<file path="src/rtl/cpu_ops_pkg.sv">
// Shared constants, encodings and register map of the execution core.
package cpu_ops_pkg;

    // Data path widths.
    localparam int DATA_W = 8;
    localparam int INSTR_W = 12;
    localparam int PC_W = 11;
    localparam int FILE_AW = 5;
    localparam int FILE_DEPTH = 32;
    localparam int APB_AW = 8;
    localparam int APB_DW = 32;

    // Instruction word fields.
    localparam int OP_HI = 11;
    localparam int OP_LO = 8;
    localparam int LIT_HI = 7;
    localparam int DEST_BIT = 5;
    localparam int FADDR_HI = 4;

    // Operation codes held in the top nibble of the word.
    localparam logic [3:0] OP_IDLE = 4'h0;
    localparam logic [3:0] OP_COPY_FILE_REG = 4'h1;
    localparam logic [3:0] OP_ROTATE_LEFT_CARRY = 4'h2;
    localparam logic [3:0] OP_LOAD_LITERAL_ACC = 4'h3;
    localparam logic [3:0] OP_RETURN_WITH_LITERAL = 4'h4;
    localparam logic [3:0] OP_CONFIG_LOAD = 4'h5;
    localparam logic [3:0] OP_SLEEP = 4'h6;
    localparam logic [INSTR_W-1:0] IDLE_WORD = 12'h000;

    // Register byte addresses.
    localparam logic [APB_AW-1:0] ADDR_CTRL = 8'h00;
    localparam logic [APB_AW-1:0] ADDR_STATUS = 8'h04;
    localparam logic [APB_AW-1:0] ADDR_ACC = 8'h08;
    localparam logic [APB_AW-1:0] ADDR_CONFIG = 8'h0c;
    localparam logic [APB_AW-1:0] ADDR_PC = 8'h10;
    localparam logic [APB_AW-1:0] ADDR_STACK_HEAD = 8'h14;
    localparam logic [APB_AW-1:0] ADDR_WDT = 8'h18;

    // Control and status bit positions.
    localparam int CTRL_RUN_BIT = 0;
    localparam int CTRL_WDT_EN_BIT = 1;
    localparam int ST_ZERO_BIT = 0;
    localparam int ST_CARRY_BIT = 1;
    localparam int ST_EXPIRY_N_BIT = 2;
    localparam int ST_PDOWN_N_BIT = 3;
    localparam int ST_PCWF_BIT = 4;
    localparam int ST_SLEEP_BIT = 5;
    localparam int STACK_HI_LO = 8;

    // Reset and clear values.
    localparam logic [DATA_W-1:0] ACC_RST = 8'h00;
    localparam logic [DATA_W-1:0] CONFIG_RST = 8'hff;
    localparam logic [PC_W-1:0] PC_RST = 11'h000;
    localparam logic [DATA_W-1:0] WDT_CLEAR_VAL = 8'h00;
    localparam logic [DATA_W-1:0] WDT_MAX = 8'hff;
    localparam int PRESCALE_DIV_DEFAULT = 16;

    // Core execution state.
    typedef enum logic [0:0] {
        core_run,
        core_sleep
    } core_state_e;

endpackage

</file>
<file path="src/rtl/wdt_if.sv">
// Carrier between the core and its watchdog counter.
interface wdt_if;
    logic clear;
    logic enable;
    logic [cpu_ops_pkg::DATA_W-1:0] count;
    logic overflow;

    modport core (output clear, output enable, input count, input overflow);
    modport unit (input clear, input enable, output count, output overflow);
endinterface

</file>
<file path="src/rtl/wdt_unit.sv">
// Watchdog counter with its prescaler divider.
module wdt_unit #(
    parameter int PRESCALE_DIV = cpu_ops_pkg::PRESCALE_DIV_DEFAULT
) (
    // Clock and reset.
    input wire logic clock,
    input wire logic rstn,
    // Link to the core.
    wdt_if.unit wdt
);
    localparam int PRE_W = (PRESCALE_DIV > 1) ? $clog2(PRESCALE_DIV) : 1;
    localparam logic [PRE_W-1:0] PRE_LAST = PRE_W'(PRESCALE_DIV - 1);

    logic [PRE_W-1:0] pre_q;
    logic [cpu_ops_pkg::DATA_W-1:0] count_q;
    logic overflow_q;
    logic tick;

    // The prescaler yields a one-cycle enable for the counter.
    assign tick = wdt.enable && (pre_q == PRE_LAST);

    // Prescaler divider; a clear restarts it so the next timeout is full.
    always_ff @(posedge clock) begin
        if (!rstn || wdt.clear) begin
            pre_q <= '0;
        end else if (wdt.enable) begin
            pre_q <= tick ? '0 : pre_q + 1'b1;
        end
    end

    // Counter and overflow pulse; clear takes priority over a tick.
    always_ff @(posedge clock) begin
        if (!rstn || wdt.clear) begin
            count_q <= cpu_ops_pkg::WDT_CLEAR_VAL;
            overflow_q <= 1'b0;
        end else begin
            overflow_q <= tick && (count_q == cpu_ops_pkg::WDT_MAX);
            if (tick) begin
                count_q <= count_q + 1'b1;
            end
        end
    end

    assign wdt.count = count_q;
    assign wdt.overflow = overflow_q;
endmodule

</file>
<file path="src/rtl/cpu_move_sleep_rotate_ops.sv">
// Execution core for move, literal, config, return, sleep and rotate.

// Operation
// [RULE1] Copy file register to accumulator or itself
// [RULE2] Copy updates zero flag from moved value
// [RULE3] Literal load to accumulator, flags untouched
// [RULE4] Config load copies accumulator, flags untouched
// [RULE5] Return loads literal, pc from stack head
// [RULE6] Return takes two instruction cycles
// [RULE7] Sleep clears watchdog counter and prescaler
// [RULE8] Sleep sets expiry, clears powerdown, keeps wake
// [RULE9] Sleep halts execution and stops oscillator
// [RULE10] Rotate left through carry, destination select
// [RULE11] Old carry enters bit 0, bit 7 out
// [RULE12] Taken skip replaces fetched word with idle
module cpu_move_sleep_rotate_ops #(
    parameter int PRESCALE_DIV = cpu_ops_pkg::PRESCALE_DIV_DEFAULT
) (
    // Clock and reset.
    input wire logic clock,
    input wire logic rstn,
    // APB slave.
    input wire logic psel,
    input wire logic penable,
    input wire logic pwrite,
    input wire logic [cpu_ops_pkg::APB_AW-1:0] paddr,
    input wire logic [cpu_ops_pkg::APB_DW-1:0] pwdata,
    input wire logic [3:0] pstrb,
    output logic [cpu_ops_pkg::APB_DW-1:0] prdata,
    output logic pready,
    output logic pslverr,
    // Instruction fetch.
    output logic [cpu_ops_pkg::PC_W-1:0] fetch_addr,
    input wire logic [cpu_ops_pkg::INSTR_W-1:0] instr_word,
    // Skip request from the rest of the core.
    input wire logic skip_req,
    // Wake pin and power control.
    input wire logic wake_pin,
    output logic osc_enable,
    output logic wdt_timeout
);
    // Pipeline state.
    logic [cpu_ops_pkg::PC_W-1:0] pc_q;
    logic [cpu_ops_pkg::INSTR_W-1:0] ir_q;
    cpu_ops_pkg::core_state_e state_q;

    // Architectural registers.
    logic [cpu_ops_pkg::DATA_W-1:0] file_q [cpu_ops_pkg::FILE_DEPTH];
    logic [cpu_ops_pkg::DATA_W-1:0] acc_q;
    logic [cpu_ops_pkg::DATA_W-1:0] config_q;
    logic [cpu_ops_pkg::PC_W-1:0] stack_head_q;
    logic zero_q;
    logic carry_q;
    logic expiry_n_q;
    logic pdown_n_q;
    logic pcwf_q;

    // Software control bits.
    logic run_q;
    logic wdt_en_q;

    // Bus slave state.
    logic [cpu_ops_pkg::APB_DW-1:0] prdata_q;
    logic pready_q;
    logic pslverr_q;
    logic [cpu_ops_pkg::APB_DW-1:0] rdata;
    logic addr_hit;
    logic wr_fire;

    // Wake pin synchroniser.
    logic wake_s1_q;
    logic wake_s2_q;
    logic wake_s3_q;
    logic wake_lvl_q;
    logic pin_change;

    // Decode.
    logic [3:0] op;
    logic dest_file;
    logic [cpu_ops_pkg::FILE_AW-1:0] faddr;
    logic [cpu_ops_pkg::DATA_W-1:0] literal;
    logic [cpu_ops_pkg::DATA_W-1:0] src;
    logic [cpu_ops_pkg::DATA_W-1:0] rot_res;
    logic exec_en;
    logic do_sleep;
    logic wake_now;

    wdt_if wdt ();

    wdt_unit #(
        .PRESCALE_DIV(PRESCALE_DIV)
    ) u_wdt (
        .clock(clock),
        .rstn(rstn),
        .wdt(wdt)
    );

    // Field extraction from the word in the execute stage.
    assign op = ir_q[cpu_ops_pkg::OP_HI:cpu_ops_pkg::OP_LO];
    assign dest_file = ir_q[cpu_ops_pkg::DEST_BIT];
    assign faddr = ir_q[cpu_ops_pkg::FADDR_HI:0];
    assign literal = ir_q[cpu_ops_pkg::LIT_HI:0];
    assign src = file_q[faddr];
    assign rot_res = {src[cpu_ops_pkg::DATA_W-2:0], carry_q}; // RULE11
    assign exec_en = run_q && (state_q == cpu_ops_pkg::core_run);
    assign do_sleep = exec_en && (op == cpu_ops_pkg::OP_SLEEP);

    // Sleep ends on a settled pin change or on a watchdog overflow.
    assign wake_now = (state_q == cpu_ops_pkg::core_sleep)
                      && (pin_change || wdt.overflow);

    // Three stages; only the last two are compared, so the first flop
    // is free to go metastable without reaching any logic.
    always_ff @(posedge clock) begin
        if (!rstn) begin
            wake_s1_q <= 1'b0;
            wake_s2_q <= 1'b0;
            wake_s3_q <= 1'b0;
        end else begin
            wake_s1_q <= wake_pin;
            wake_s2_q <= wake_s1_q;
            wake_s3_q <= wake_s2_q;
        end
    end

    // A change counts once the two later stages agree.
    assign pin_change = (wake_s2_q == wake_s3_q)
                        && (wake_s2_q != wake_lvl_q);

    // Settled level of the wake pin.
    always_ff @(posedge clock) begin
        if (!rstn) begin
            wake_lvl_q <= 1'b0;
        end else if (pin_change) begin
            wake_lvl_q <= wake_s2_q;
        end
    end

    // Fetch and pipeline; a flush replaces the fetched word with idle.
    always_ff @(posedge clock) begin
        if (!rstn) begin
            pc_q <= cpu_ops_pkg::PC_RST;
            ir_q <= cpu_ops_pkg::IDLE_WORD;
        end else if (exec_en) begin
            if (op == cpu_ops_pkg::OP_RETURN_WITH_LITERAL) begin
                pc_q <= stack_head_q; // RULE5
                ir_q <= cpu_ops_pkg::IDLE_WORD; // RULE6
            end else if (skip_req) begin
                pc_q <= pc_q + 1'b1;
                ir_q <= cpu_ops_pkg::IDLE_WORD; // RULE12
            end else begin
                pc_q <= pc_q + 1'b1;
                ir_q <= instr_word;
            end
        end
    end

    assign fetch_addr = pc_q;

    // Accumulator writes; literal and return leave flags alone.
    always_ff @(posedge clock) begin
        if (!rstn) begin
            acc_q <= cpu_ops_pkg::ACC_RST;
        end else if (exec_en) begin
            case (op)
                cpu_ops_pkg::OP_COPY_FILE_REG: begin
                    if (!dest_file) begin
                        acc_q <= src; // RULE1
                    end
                end
                cpu_ops_pkg::OP_ROTATE_LEFT_CARRY: begin
                    if (!dest_file) begin
                        acc_q <= rot_res; // RULE10
                    end
                end
                cpu_ops_pkg::OP_LOAD_LITERAL_ACC: begin
                    acc_q <= literal; // RULE3
                end
                cpu_ops_pkg::OP_RETURN_WITH_LITERAL: begin
                    acc_q <= literal; // RULE5
                end
                default: begin
                    acc_q <= acc_q;
                end
            endcase
        end
    end

    // File register write back; data storage needs no reset.
    always_ff @(posedge clock) begin
        if (exec_en && dest_file) begin
            if (op == cpu_ops_pkg::OP_COPY_FILE_REG) begin
                file_q[faddr] <= src; // RULE1
            end else if (op == cpu_ops_pkg::OP_ROTATE_LEFT_CARRY) begin
                file_q[faddr] <= rot_res; // RULE10
            end
        end
    end

    // Zero flag follows the moved value, even when written to itself.
    always_ff @(posedge clock) begin
        if (!rstn) begin
            zero_q <= 1'b0;
        end else if (exec_en && (op == cpu_ops_pkg::OP_COPY_FILE_REG)) begin
            zero_q <= (src == '0); // RULE2
        end
    end

    // Carry takes the bit shifted out of the top.
    always_ff @(posedge clock) begin
        if (!rstn) begin
            carry_q <= 1'b0;
        end else if (exec_en
                     && (op == cpu_ops_pkg::OP_ROTATE_LEFT_CARRY)) begin
            carry_q <= src[cpu_ops_pkg::DATA_W-1]; // RULE11
        end
    end

    // Configuration register takes the accumulator as it stands.
    always_ff @(posedge clock) begin
        if (!rstn) begin
            config_q <= cpu_ops_pkg::CONFIG_RST;
        end else if (exec_en && (op == cpu_ops_pkg::OP_CONFIG_LOAD)) begin
            config_q <= acc_q; // RULE4
        end
    end

    // Execution state; sleep freezes the pipeline until a wake.
    always_ff @(posedge clock) begin
        if (!rstn) begin
            state_q <= cpu_ops_pkg::core_run;
        end else begin
            case (state_q)
                cpu_ops_pkg::core_run: begin
                    if (do_sleep) begin
                        state_q <= cpu_ops_pkg::core_sleep; // RULE9
                    end
                end
                cpu_ops_pkg::core_sleep: begin
                    if (wake_now) begin
                        state_q <= cpu_ops_pkg::core_run;
                    end
                end
                default: begin
                    state_q <= cpu_ops_pkg::core_run;
                end
            endcase
        end
    end

    // Oscillator runs only while the core is awake.
    assign osc_enable = (state_q == cpu_ops_pkg::core_run); // RULE9

    // Power flags; the sleep clear beats an overflow in the same cycle,
    // since the watchdog is restarted then and that overflow is stale.
    always_ff @(posedge clock) begin
        if (!rstn) begin
            expiry_n_q <= 1'b1;
            pdown_n_q <= 1'b1;
        end else if (do_sleep) begin
            expiry_n_q <= 1'b1; // RULE8
            pdown_n_q <= 1'b0; // RULE8
        end else if (wdt.overflow) begin
            expiry_n_q <= 1'b0;
        end
    end

    // Pin-change wake flag: sleep leaves it alone, a set beats the clear.
    always_ff @(posedge clock) begin
        if (!rstn) begin
            pcwf_q <= 1'b0;
        end else if ((state_q == cpu_ops_pkg::core_sleep) && pin_change) begin
            pcwf_q <= 1'b1;
        end else if (wr_fire && (paddr == cpu_ops_pkg::ADDR_STATUS)
                     && pstrb[0] && pwdata[cpu_ops_pkg::ST_PCWF_BIT]) begin
            pcwf_q <= 1'b0;
        end
    end

    // Watchdog link; sleep restarts counter and prescaler together.
    assign wdt.clear = do_sleep; // RULE7
    assign wdt.enable = wdt_en_q;
    assign wdt_timeout = wdt.overflow;

    // Address decode and read data.
    always_comb begin
        rdata = '0;
        addr_hit = 1'b1;
        case (paddr)
            cpu_ops_pkg::ADDR_CTRL: begin
                rdata[cpu_ops_pkg::CTRL_RUN_BIT] = run_q;
                rdata[cpu_ops_pkg::CTRL_WDT_EN_BIT] = wdt_en_q;
            end
            cpu_ops_pkg::ADDR_STATUS: begin
                rdata[cpu_ops_pkg::ST_ZERO_BIT] = zero_q;
                rdata[cpu_ops_pkg::ST_CARRY_BIT] = carry_q;
                rdata[cpu_ops_pkg::ST_EXPIRY_N_BIT] = expiry_n_q;
                rdata[cpu_ops_pkg::ST_PDOWN_N_BIT] = pdown_n_q;
                rdata[cpu_ops_pkg::ST_PCWF_BIT] = pcwf_q;
                rdata[cpu_ops_pkg::ST_SLEEP_BIT] =
                    (state_q == cpu_ops_pkg::core_sleep);
            end
            cpu_ops_pkg::ADDR_ACC: rdata[cpu_ops_pkg::DATA_W-1:0] = acc_q;
            cpu_ops_pkg::ADDR_CONFIG: begin
                rdata[cpu_ops_pkg::DATA_W-1:0] = config_q;
            end
            cpu_ops_pkg::ADDR_PC: rdata[cpu_ops_pkg::PC_W-1:0] = pc_q;
            cpu_ops_pkg::ADDR_STACK_HEAD: begin
                rdata[cpu_ops_pkg::PC_W-1:0] = stack_head_q;
            end
            cpu_ops_pkg::ADDR_WDT: begin
                rdata[cpu_ops_pkg::DATA_W-1:0] = wdt.count;
            end
            default: addr_hit = 1'b0;
        endcase
    end

    // Answer is prepared in setup so read data comes from a flop; this
    // costs nothing since pready rises in the first access cycle.
    always_ff @(posedge clock) begin
        if (!rstn) begin
            pready_q <= 1'b0;
            prdata_q <= '0;
            pslverr_q <= 1'b0;
        end else if (psel && !penable) begin
            pready_q <= 1'b1;
            prdata_q <= pwrite ? '0 : rdata;
            pslverr_q <= !addr_hit;
        end else begin
            pready_q <= 1'b0;
            pslverr_q <= 1'b0; // Error stands only with its answer.
        end
    end

    assign pready = pready_q;
    assign prdata = prdata_q;
    assign pslverr = pslverr_q;
    assign wr_fire = psel && penable && pready_q && pwrite && !pslverr_q;

    // Control register.
    always_ff @(posedge clock) begin
        if (!rstn) begin
            run_q <= 1'b0;
            wdt_en_q <= 1'b0;
        end else if (wr_fire && (paddr == cpu_ops_pkg::ADDR_CTRL)
                     && pstrb[0]) begin
            run_q <= pwdata[cpu_ops_pkg::CTRL_RUN_BIT];
            wdt_en_q <= pwdata[cpu_ops_pkg::CTRL_WDT_EN_BIT];
        end
    end

    // Stack head holds the return address, written by byte lanes.
    always_ff @(posedge clock) begin
        if (!rstn) begin
            stack_head_q <= cpu_ops_pkg::PC_RST;
        end else if (wr_fire && (paddr == cpu_ops_pkg::ADDR_STACK_HEAD)) begin
            if (pstrb[0]) begin
                stack_head_q[cpu_ops_pkg::STACK_HI_LO-1:0] <=
                    pwdata[cpu_ops_pkg::STACK_HI_LO-1:0];
            end
            if (pstrb[1]) begin
                stack_head_q[cpu_ops_pkg::PC_W-1:cpu_ops_pkg::STACK_HI_LO] <=
                    pwdata[cpu_ops_pkg::PC_W-1:cpu_ops_pkg::STACK_HI_LO];
            end
        end
    end
endmodule

</file>
<file path="config.mk">
export PLATFORM = sky130hd
export DESIGN_NAME = cpu_move_sleep_rotate_ops
export DESIGN_NICKNAME = d
export VERILOG_FILES = /design/src/rtl/cpu_ops_pkg.sv /design/src/rtl/wdt_if.sv /design/src/rtl/wdt_unit.sv /design/src/rtl/cpu_move_sleep_rotate_ops.sv
export SDC_FILE = /design/constraint.sdc
export NUM_CORES = 1
export LEC_CHECK = 0
export BUFFER_PORTS_ARGS = -buffer_cell sky130_fd_sc_hd__buf_2
export CORE_MARGIN = 5
export CORE_UTILIZATION = 30
export DETAILED_ROUTE_END_ITERATION = 6
export HOLD_SLACK_MARGIN = 0.15
export PLACE_DENSITY = 0.45
export SYNTH_ARGS = -nofsm -noshare
export SYNTH_HDL_FRONTEND = slang
export SYNTH_SLANG_ARGS = --single-unit
</file>
<file path="constraint.sdc">
create_clock -name clock -period 8.6 [get_ports clock]
set_input_delay 1.29 -clock clock [delete_from_list [all_inputs] [get_ports clock]]
set_output_delay 1.29 -clock clock [all_outputs]
set_load 0.005 [all_outputs]
</file>
== Word level (Yosys, flattened, before mapping) ==
Memories as Yosys holds them, arrays and structs flattened. A register that Yosys moved wholly into a read port is not among the register bits.
Cells that the tools add are included.

* Equal/unequal tests: 18
* Bitwise logic cells: 3
* Add/sub/neg operators: 3
* Muxes and demuxes: 29
* Reductions and logical operators: 39

{| class="wikitable"
|+ Operators by type and width
! cell !! count
|-
| == test 8 x 5 -> 1 bit (second input constant) || 3
|-
| two-way mux 12 bit || 2
|-
| two-way mux 8 bit || 3
|-
| one-hot mux 4 bit (6 select lines) || 1
|-
| one-hot mux 8 bit (3 select lines) || 1
|-
| logical AND 1 bit || 22
|-
| two-way mux 11 bit || 2
|-
| == test 8 x 4 -> 1 bit (second input constant) || 2
|-
| zero test 8 bit || 2
|-
| one-hot mux 2 bit (7 select lines) || 1
|-
| two-way mux 1 bit || 13
|-
| == test 4 x 3 -> 1 bit (second input constant) || 3
|-
| adder 11 x 1 -> 11 bit (second input constant) || 1
|-
| two-way mux 5 bit || 2
|-
| one-hot mux 2 bit (5 select lines) || 1
|-
| adder 8 x 1 -> 8 bit (second input constant) || 1
|-
| == test 4 x 2 -> 1 bit (second input constant) || 2
|-
| == test 8 x 3 -> 1 bit (second input constant) || 1
|-
| == test 8 bit (second input constant) || 1
|-
| OR reduction 7 bit || 1
|-
| one-hot mux 3 bit (2 select lines) || 1
|-
| AND reduction 2 bit || 3
|-
| adder 4 x 1 -> 4 bit (second input constant) || 1
|-
| == test 4 x 1 -> 1 bit (second input constant) || 1
|-
| 14 further kinds || 21
|}

* Flip-flop bits (word level): 109
* Memories: 1
* Memory bits (writable): 256

{| class="wikitable"
|+ Memories
! name !! depth !! width !! rd ports !! clocked after memory_dff !! write ports !! line !! text
|-
| file_q || 32 || 8 || 1 || 1 || 1 || cpu_move_sleep_rotate_ops.sv:48 || <nowiki>logic [cpu_ops_pkg::DATA_W-1:0] file_q [cpu_ops_pkg::FILE_DEPTH];</nowiki>
|}

== Logic depth before layout (Yosys ltp) ==
Gate-level depths: netlist of the first run.

* Depth in word-level cells: 9
* Mapped depth: 10
* Depth with buffers taken out: 7

== Modules after synthesis ==
From an unflattened synthesis of the first run, not the netlist that was laid out.

* Cell total of the unflattened synthesis: 1034
* Area total of the unflattened synthesis: 14675.3 µm²

{| class="wikitable"
|+ Modules (own cells, without submodules)
! module !! instances !! seq. area each (µm²) !! cells each !! area an instance (µm²)
|-
| cpu_move_sleep_rotate_ops || 1 || 9288.9 || 965 || 14066.0
|-
| wdt_unit || 1 || 260.2 || 69 || 609.3
|}

== Worst setup path after synthesis of the first run ==
No wires, ideal clock.

* Path type: in2reg
* Start: input port paddr[0] in the netlist's numbering
* End: register prdata_q (netlist bit prdata[9])
* Buffers on the path: 2
* Data required time: 8.541 ns
* Arrival time: 3.250 ns
* Path slack: 5.290 ns
* Stages on the path: 8
* Cell sequence: or4_1 clkbuf_1 nor4b_2 nor2b_1 clkbuf_1 a22oi_1 o21ai_1 and2_1

* Word-level cells in the longest chain between the ends: 3
* Elaborated cells on any way between the ends: 4

{| class="wikitable"
|+ Ends and longest elaborated chain
! element !! line !! text
|-
| from (decl) || cpu_move_sleep_rotate_ops.sv:26 || <nowiki>input wire logic [cpu_ops_pkg::APB_AW-1:0] paddr,</nowiki>
|-
| == test 8 x 5 -> 1 bit || cpu_move_sleep_rotate_ops.sv:289 || <nowiki>case (paddr)</nowiki>
|-
| one-hot mux 3 bit (2 select lines) * || cpu_move_sleep_rotate_ops.sv:289 ||
|-
| two-way mux 11 bit * || cpu_move_sleep_rotate_ops.sv:327 || <nowiki>prdata_q <= pwrite ? '0 : rdata;</nowiki>
|-
| to (signal assigned) || cpu_move_sleep_rotate_ops.sv:327 ||
|-
| to (decl) || cpu_move_sleep_rotate_ops.sv:63 || <nowiki>logic [cpu_ops_pkg::APB_DW-1:0] prdata_q;</nowiki>
|}

Every way passes the cells marked *; elsewhere a longest branch is shown, timed or not.
A chain may end at the register's enable or synchronous reset.

==> results of run 1 <==
## metal layers
metal  wire, um  GRT usage [%]
met1      16000           17.9
met2      18400           23.3
met3       1380           2.20
met4        758           3.42
met5          0              0
## synthesized netlist by cell type, types with 8 or more instances
cell,count,area (um2)
a31oi_1,8,50.1
mux2i_1,44,440
o21ai_0,23,115
mux4_2,54,1220
nor2_1,87,327
nand3b_1,9,67.6
a22oi_1,21,158
buf_4,24,180
a221oi_1,11,96.3
mux2_2,11,124
and3_1,13,81.3
and2_1,13,81.3
buf_2,9,45.0
clkbuf_1,36,135
nand3_1,23,115
nor2b_1,9,56.3
a21oi_1,58,290
edfxtp_1,256,7690
nand2_1,70,263
nand4_1,8,50.1
dfxtp_1,93,1860
## worst max-delay path: cells and delay by family, from the launching register on
family	cells	cell delay, ns
muxes	3	1.97
DFF	1	0.73
buffers and inverters	1	0.59
AOI/OAI and AO/OA	1	0.15
and+or+nand+nor	1	0.14
## per-stage QoR
stage	power (mW)	area (um2)	hold slack (ns)	setup slack, ns
floorplan	1.84	14500	0.412	5.29
global placement	1.85	15300	0.428	4.49
detailed placement	1.85	15300	0.431	4.39
CTS	3.41	16400	0.430	4.42
global route	3.48	16400	0.457	4.26
finish	3.36	16400	0.428	4.59
## flip-flops by register name, summed over array words and instances, names as in the netlist, 4 cells and up, named ones only
signal	cells
prdata	11
fetch_addr	11
u_wdt.pre_q	4
file_q	256
ir_q	12
u_wdt.wdt.count	8
config_q	8
acc_q	8
stack_head_q	11
## cell type report
class	instances	area [um2]	area share, %
Inverter	6	22.5	0.137
Timing Repair Buffer	75	400	2.44
Sequential cell	349	9560	58.2
Clock inverter	14	105	0.640
Multi-Input combinational cell	582	4530	27.6
Tap cell	615	769	4.68
Clock buffer	55	1050	6.37
## path summary, 6_finish.rpt
| path | startpoint | endpoint | cells past startpoint |
|---|---|---|---|
| setup / recovery | flip-flop | file_q[19][7] | 6 |
| setup reg to reg | flip-flop | file_q[19][7] | 6 |
| hold reg to reg | wake_s1_q | wake_s2_q | 1 |
| hold / removal | wake_s1_q | wake_s2_q | 1 |
## cell families (layout without fill, tap and decap cells)
group / count (synthesis) / count (layout) / synth area share (%)
other: 1 / 21 / 0.0260
flip-flops: 349 / 349 / 66.2
AND/OR/NAND/NOR: 263 / 263 / 8.66
buffers and inverters: 82 / 150 / 2.99
XOR/XNOR: 7 / 7 / 0.425
adder cells (fa/ha/maj): 3 / 3 / 0.260
multiplexers: 117 / 117 / 13.7
AO/OA/AOI/OAI: 171 / 171 / 7.74
## power groups by stage
stage	Clock, mW	Combinational (mW)	Sequential [mW]
after floorplan	0	0.0221	1.82
after global placement	0	0.0308	1.82
after detailed placement	0	0.0311	1.82
after CTS	1.59	0.0312	1.78
after global routing	1.66	0.0346	1.78
final	1.54	0.0309	1.78
==> results.py, run 1 <==
metrics = {
    "sta": {
        "hold_viol_final": 0,
        "rsz0062_at_grt": "no",
        "min_period_over_period_pct": 46.7,
        "fmax_mhz": 249,
        "max-slew-margin-rel_pct": 25.8,
        "setup_viol": 0,
        "clock_skew_ns": 0.0257,
        "tns_ns": 0,
        "drv_slew": 0,
        "fin_crit_ns": 4.01,
        "worst_pin_slew_ns": 1.11,
    },
    "global_routing": {
        "gr-total-overflow": 0,
        "grt_pass1_wl_mm": 54.8,
        "grt_pass1_vias": 8494,
        "grt.total_usage_pct": 13.5,
        "grt_antenna_before_repair": 0,
        "grt_max_degree": 48,
    },
    "clock_tree": {
        "cts_root_buffer": "clkbuf_16",
        "cts_tree": "done",
        "clock_sinks": 349,
        "clk_pin_slew_ns": 0.06,
        "ctsHtreeMaxLevel": 2,
        "post_cts_resized": 0,
        "cts_setup_buffers": 0,
        "clock_path_buffers": 3,
        "hold_buffers": 0,
        "clock_latency_ns": 0.54,
        "cts_made_buffers": 39,
    },
    "power": {
        "switching_power_uw": 686,
        "p_leak_nw": 5.19,
        "combinationalPowerShare_pct": 0.9,
        "power_frac_seq_pct": 53.1,
        "clock_power_share_pct": 46.0,
        "intPower_mw": 2.67,
        "switching_share_pct": 20.4,
        "power.density_nw_per_um2": 204,
        "peakVddDrop_v": 0.000157,
    },
    "final_layout": {
        "post-route-util_pct": 34.5,
        "instances_no_fill": 1696,
        "drive_gt1_share_pct": 18.3,
        "fillCellCount": 4680,
        "area_delta_synth_final_pct": 13.9,
        "diodes": 0,
        "layout_commonest_cell": "edfxtp_1",
        "final_cell_mix": "edfxtp_1, dfxtp_1, nor2_1",
        "nets": 1119,
    },
    "worst_setup_path": {
        "start_kind": "flip-flop",
        "worstPathCellList": "buf_4 -> mux4_1 -> mux4_2 -> nor2_1 -> a31oi_1 -> mux2_1",
        "regToRegSetupSlack_ns": 4.59,
        "critical_path.max_stage_delay_ns": 0.77,
        "cp.required_ns": 8.71,
        "worstPathArrival_ns": 4.13,
        "cp_max_fo": 32,
        "end_kind": "flip-flop",
        "slowest_stage": "mux2_1",
        "worst-setup-path-type": "reg2reg",
    },
    "logic_synthesis": {
        "synth.avg_cell_area_um2": 14.5,
        "yosysWarnings": 0,
        "ys_seq_area_share_pct": 66.2,
        "syn_area_um2": 14400,
        "synth-edff-count": 256,
        "synth_seq_cells": 349,
        "yosys_most_used_dff": "edfxtp_1",
        "syn_inst": 993,
        "synthDistinctLibCells": 58,
        "async_flop_share_pct": 0,
    },
    "min_path": {
        "min_path_type": "reg2reg",
    },
    "route": {
        "drt_first_pass_iters": 5,
        "ant_nets": 0,
        "drc": 0,
        "viasPerCell": 5.01,
        "drtIter0Drc": 542,
        "via_count": 8499,
        "totalWireLength_mm": 36.5,
        "wl_per_cell_um": 21.5,
    },
    "die": {
        "chipWidth_um": 229,
        "die_area_um2": 52600,
        "die_h_um": 229,
        "num_rows": 80,
        "initial_core_util_pct": 30.3,
        "io_pins": 110,
        "core_area_um2": 47600,
    },
    "status": {
        "status": "finished, final reports clean",
    },
    "place": {
        "gp_congestion": 0.764,
        "io_buffers": 65,
        "dpl.hpwl_mm": 23.1,
        "dp.cells": 1627,
    },
    "run": {
        "drv_cap": 0,
    },
}
No activity file was read; power rests on OpenSTA's default activity.
==> run 2: changes to the inputs <==
Settings changed: PLACE_DENSITY 0.45 to 0.46.
Clock period 8.6 ns to 3.3 ns, I/O delays scaled along.
==> results.py, run 2 (synthesized netlist as in run 1, its figures left out) <==
metrics = {
    "worst_setup_path": {
        "critical_path.max_stage_delay_ns": 0.59,
        "cp.required_ns": 3.50,
        "slowest_stage": "mux2_2",
        "worst-setup-path-type": "reg2reg",
        "critPathMostFrequentCell": "buf_12",
        "worstPathArrival_ns": 3.22,
        "cp_max_fo": 32,
        "worstPathCellList": "buf_12 -> buf_12 -> mux4_2 -> a22oi_1 -> a31oi_1 -> mux2_2",
        "start_kind": "flip-flop",
        "end_kind": "flip-flop",
    },
    "clock_tree": {
        "ctsHtreeMaxLevel": 2,
        "post_cts_resized": 0,
        "cts_root_buffer": "clkbuf_16",
        "cts_tree": "done",
        "hold_buffers": 1,
        "clock_path_buffers": 3,
        "clk_pin_slew_ns": 0.06,
        "cts_made_buffers": 40,
        "clock_latency_ns": 0.55,
        "cts_setup_buffers": 0,
        "clock_sinks": 349,
    },
    "sta": {
        "hold_ws_ns": 0.189,
        "timing.final.ws_setup_ns": 0.270,
        "fin_crit_ns": 3.03,
        "setup_viol": 0,
        "min_period_over_period_pct": 91.8,
        "drv_slew": 0,
        "fmax_mhz": 330,
        "max-slew-margin-rel_pct": 36.8,
        "rsz0062_at_grt": "no",
        "worst_pin_slew_ns": 0.948,
        "hold_viol_final": 0,
        "tns_ns": 0,
        "clock_skew_ns": 0.0272,
    },
    "final_layout": {
        "top_register": "file_q",
        "fillCellCount": 4603,
        "drive_gt1_share_pct": 23.3,
        "diodes": 0,
        "post-route-util_pct": 36.0,
        "largest_register_ffs": 256,
        "final_cell_mix": "edfxtp_1, dfxtp_1, nor2_1",
        "instances_no_fill": 1764,
        "final_area_um2": 17200,
        "area_delta_synth_final_pct": 19.0,
        "reg_top3": "file_q (256), ir_q (12)",
        "layout_commonest_cell": "edfxtp_1",
        "nets": 1187,
    },
    "route": {
        "viasPerCell": 4.97,
        "drc": 0,
        "totalWireLength_mm": 37.0,
        "met1_length_mm": 16.4,
        "ant_nets": 0,
        "top_layer": "met4",
        "drt_first_pass_iters": 4,
        "via_count": 8759,
        "drtIter0Drc": 621,
        "wl_per_cell_um": 20.9,
        "wl_met2_mm": 18.2,
        "wl_met3_mm": 1.43,
    },
    "place": {
        "io_buffers": 65,
        "dpl.hpwl_mm": 24.5,
        "gp_congestion": 0.779,
        "place_area_um2": 15900,
        "dp.cells": 1693,
        "pre_cts_ws_ns": 0.241,
    },
    "die": {
        "die_h_um": 229,
        "initial_core_util_pct": 30.3,
        "chipWidth_um": 229,
        "io_pins": 110,
        "num_rows": 80,
        "core_area_um2": 47600,
        "die_area_um2": 52600,
    },
    "global_routing": {
        "grt_pass1_vias": 8885,
        "grt_max_degree": 47,
        "grt_pass1_wl_mm": 55.9,
        "gr-total-overflow": 0,
        "grt_antenna_before_repair": 0,
        "grt.total_usage_pct": 13.8,
    },
    "status": {
        "status": "finished, final reports clean",
    },
    "power": {
        "power.density_nw_per_um2": 523,
        "finalPower_mw": 8.97,
        "p_leak_nw": 5.62,
        "peakVddDrop_v": 0.000391,
    },
    "min_path": {
        "min_path_type": "in2reg",
    },
    "run": {
        "drv_cap": 0,
    },
}
run 2: changes by cell type in the layout (fill, tap and decap cells not counted), moves of 2 or more:
cell,previous run,this run
buf_12,0,10
buf_4,10,66
clkbuf_1,15,10
clkbuf_16,39,41
clkinv_1,7,9
run 2: area by class of cell:
type	count	area, um2	share of cell area (%)
Inverter	6	22.5	0.131
Clock buffer	52	1080	6.28
Timing Repair Buffer	142	1030	6.01
Multi-Input combinational cell	582	4530	26.4
Tap cell	615	769	4.49
Sequential cell	349	9560	55.7
Clock inverter	18	169	0.985
run 2: metal layers:
metal	up-vias	GRT usage (%)
met4	0	3.85
met3	59	2.38
met2	167	23.3
met1	4451	18.3
met5	-	0
li1	4082	-
run 2: where the power goes:
group / internal, mW / switching, mW
clock network: 2.47 / 1.77
registers: 4.65 / 0.00130
logic: 0.0282 / 0.0530
total: 7.14 / 1.83
run 2: worst max-delay path, delay by kind of cell (launching register included):
family          cells  cell delay [ns]
mux                 2             1.10
compound gates      2             0.61
flops               1             0.53
buf+inv             2             0.41
run 2: final timing paths:
check                           cells past startpoint  slack, ns               to       from
worst min-delay path                                3       0.19  stack_head_q[9]  pwdata[9]
worst max register to register                      6       0.27    file_q[16][6]  flip-flop
worst min register to register                      1       0.44        wake_s2_q  wake_s1_q
worst max-delay path                                6       0.27    file_q[16][6]  flip-flop
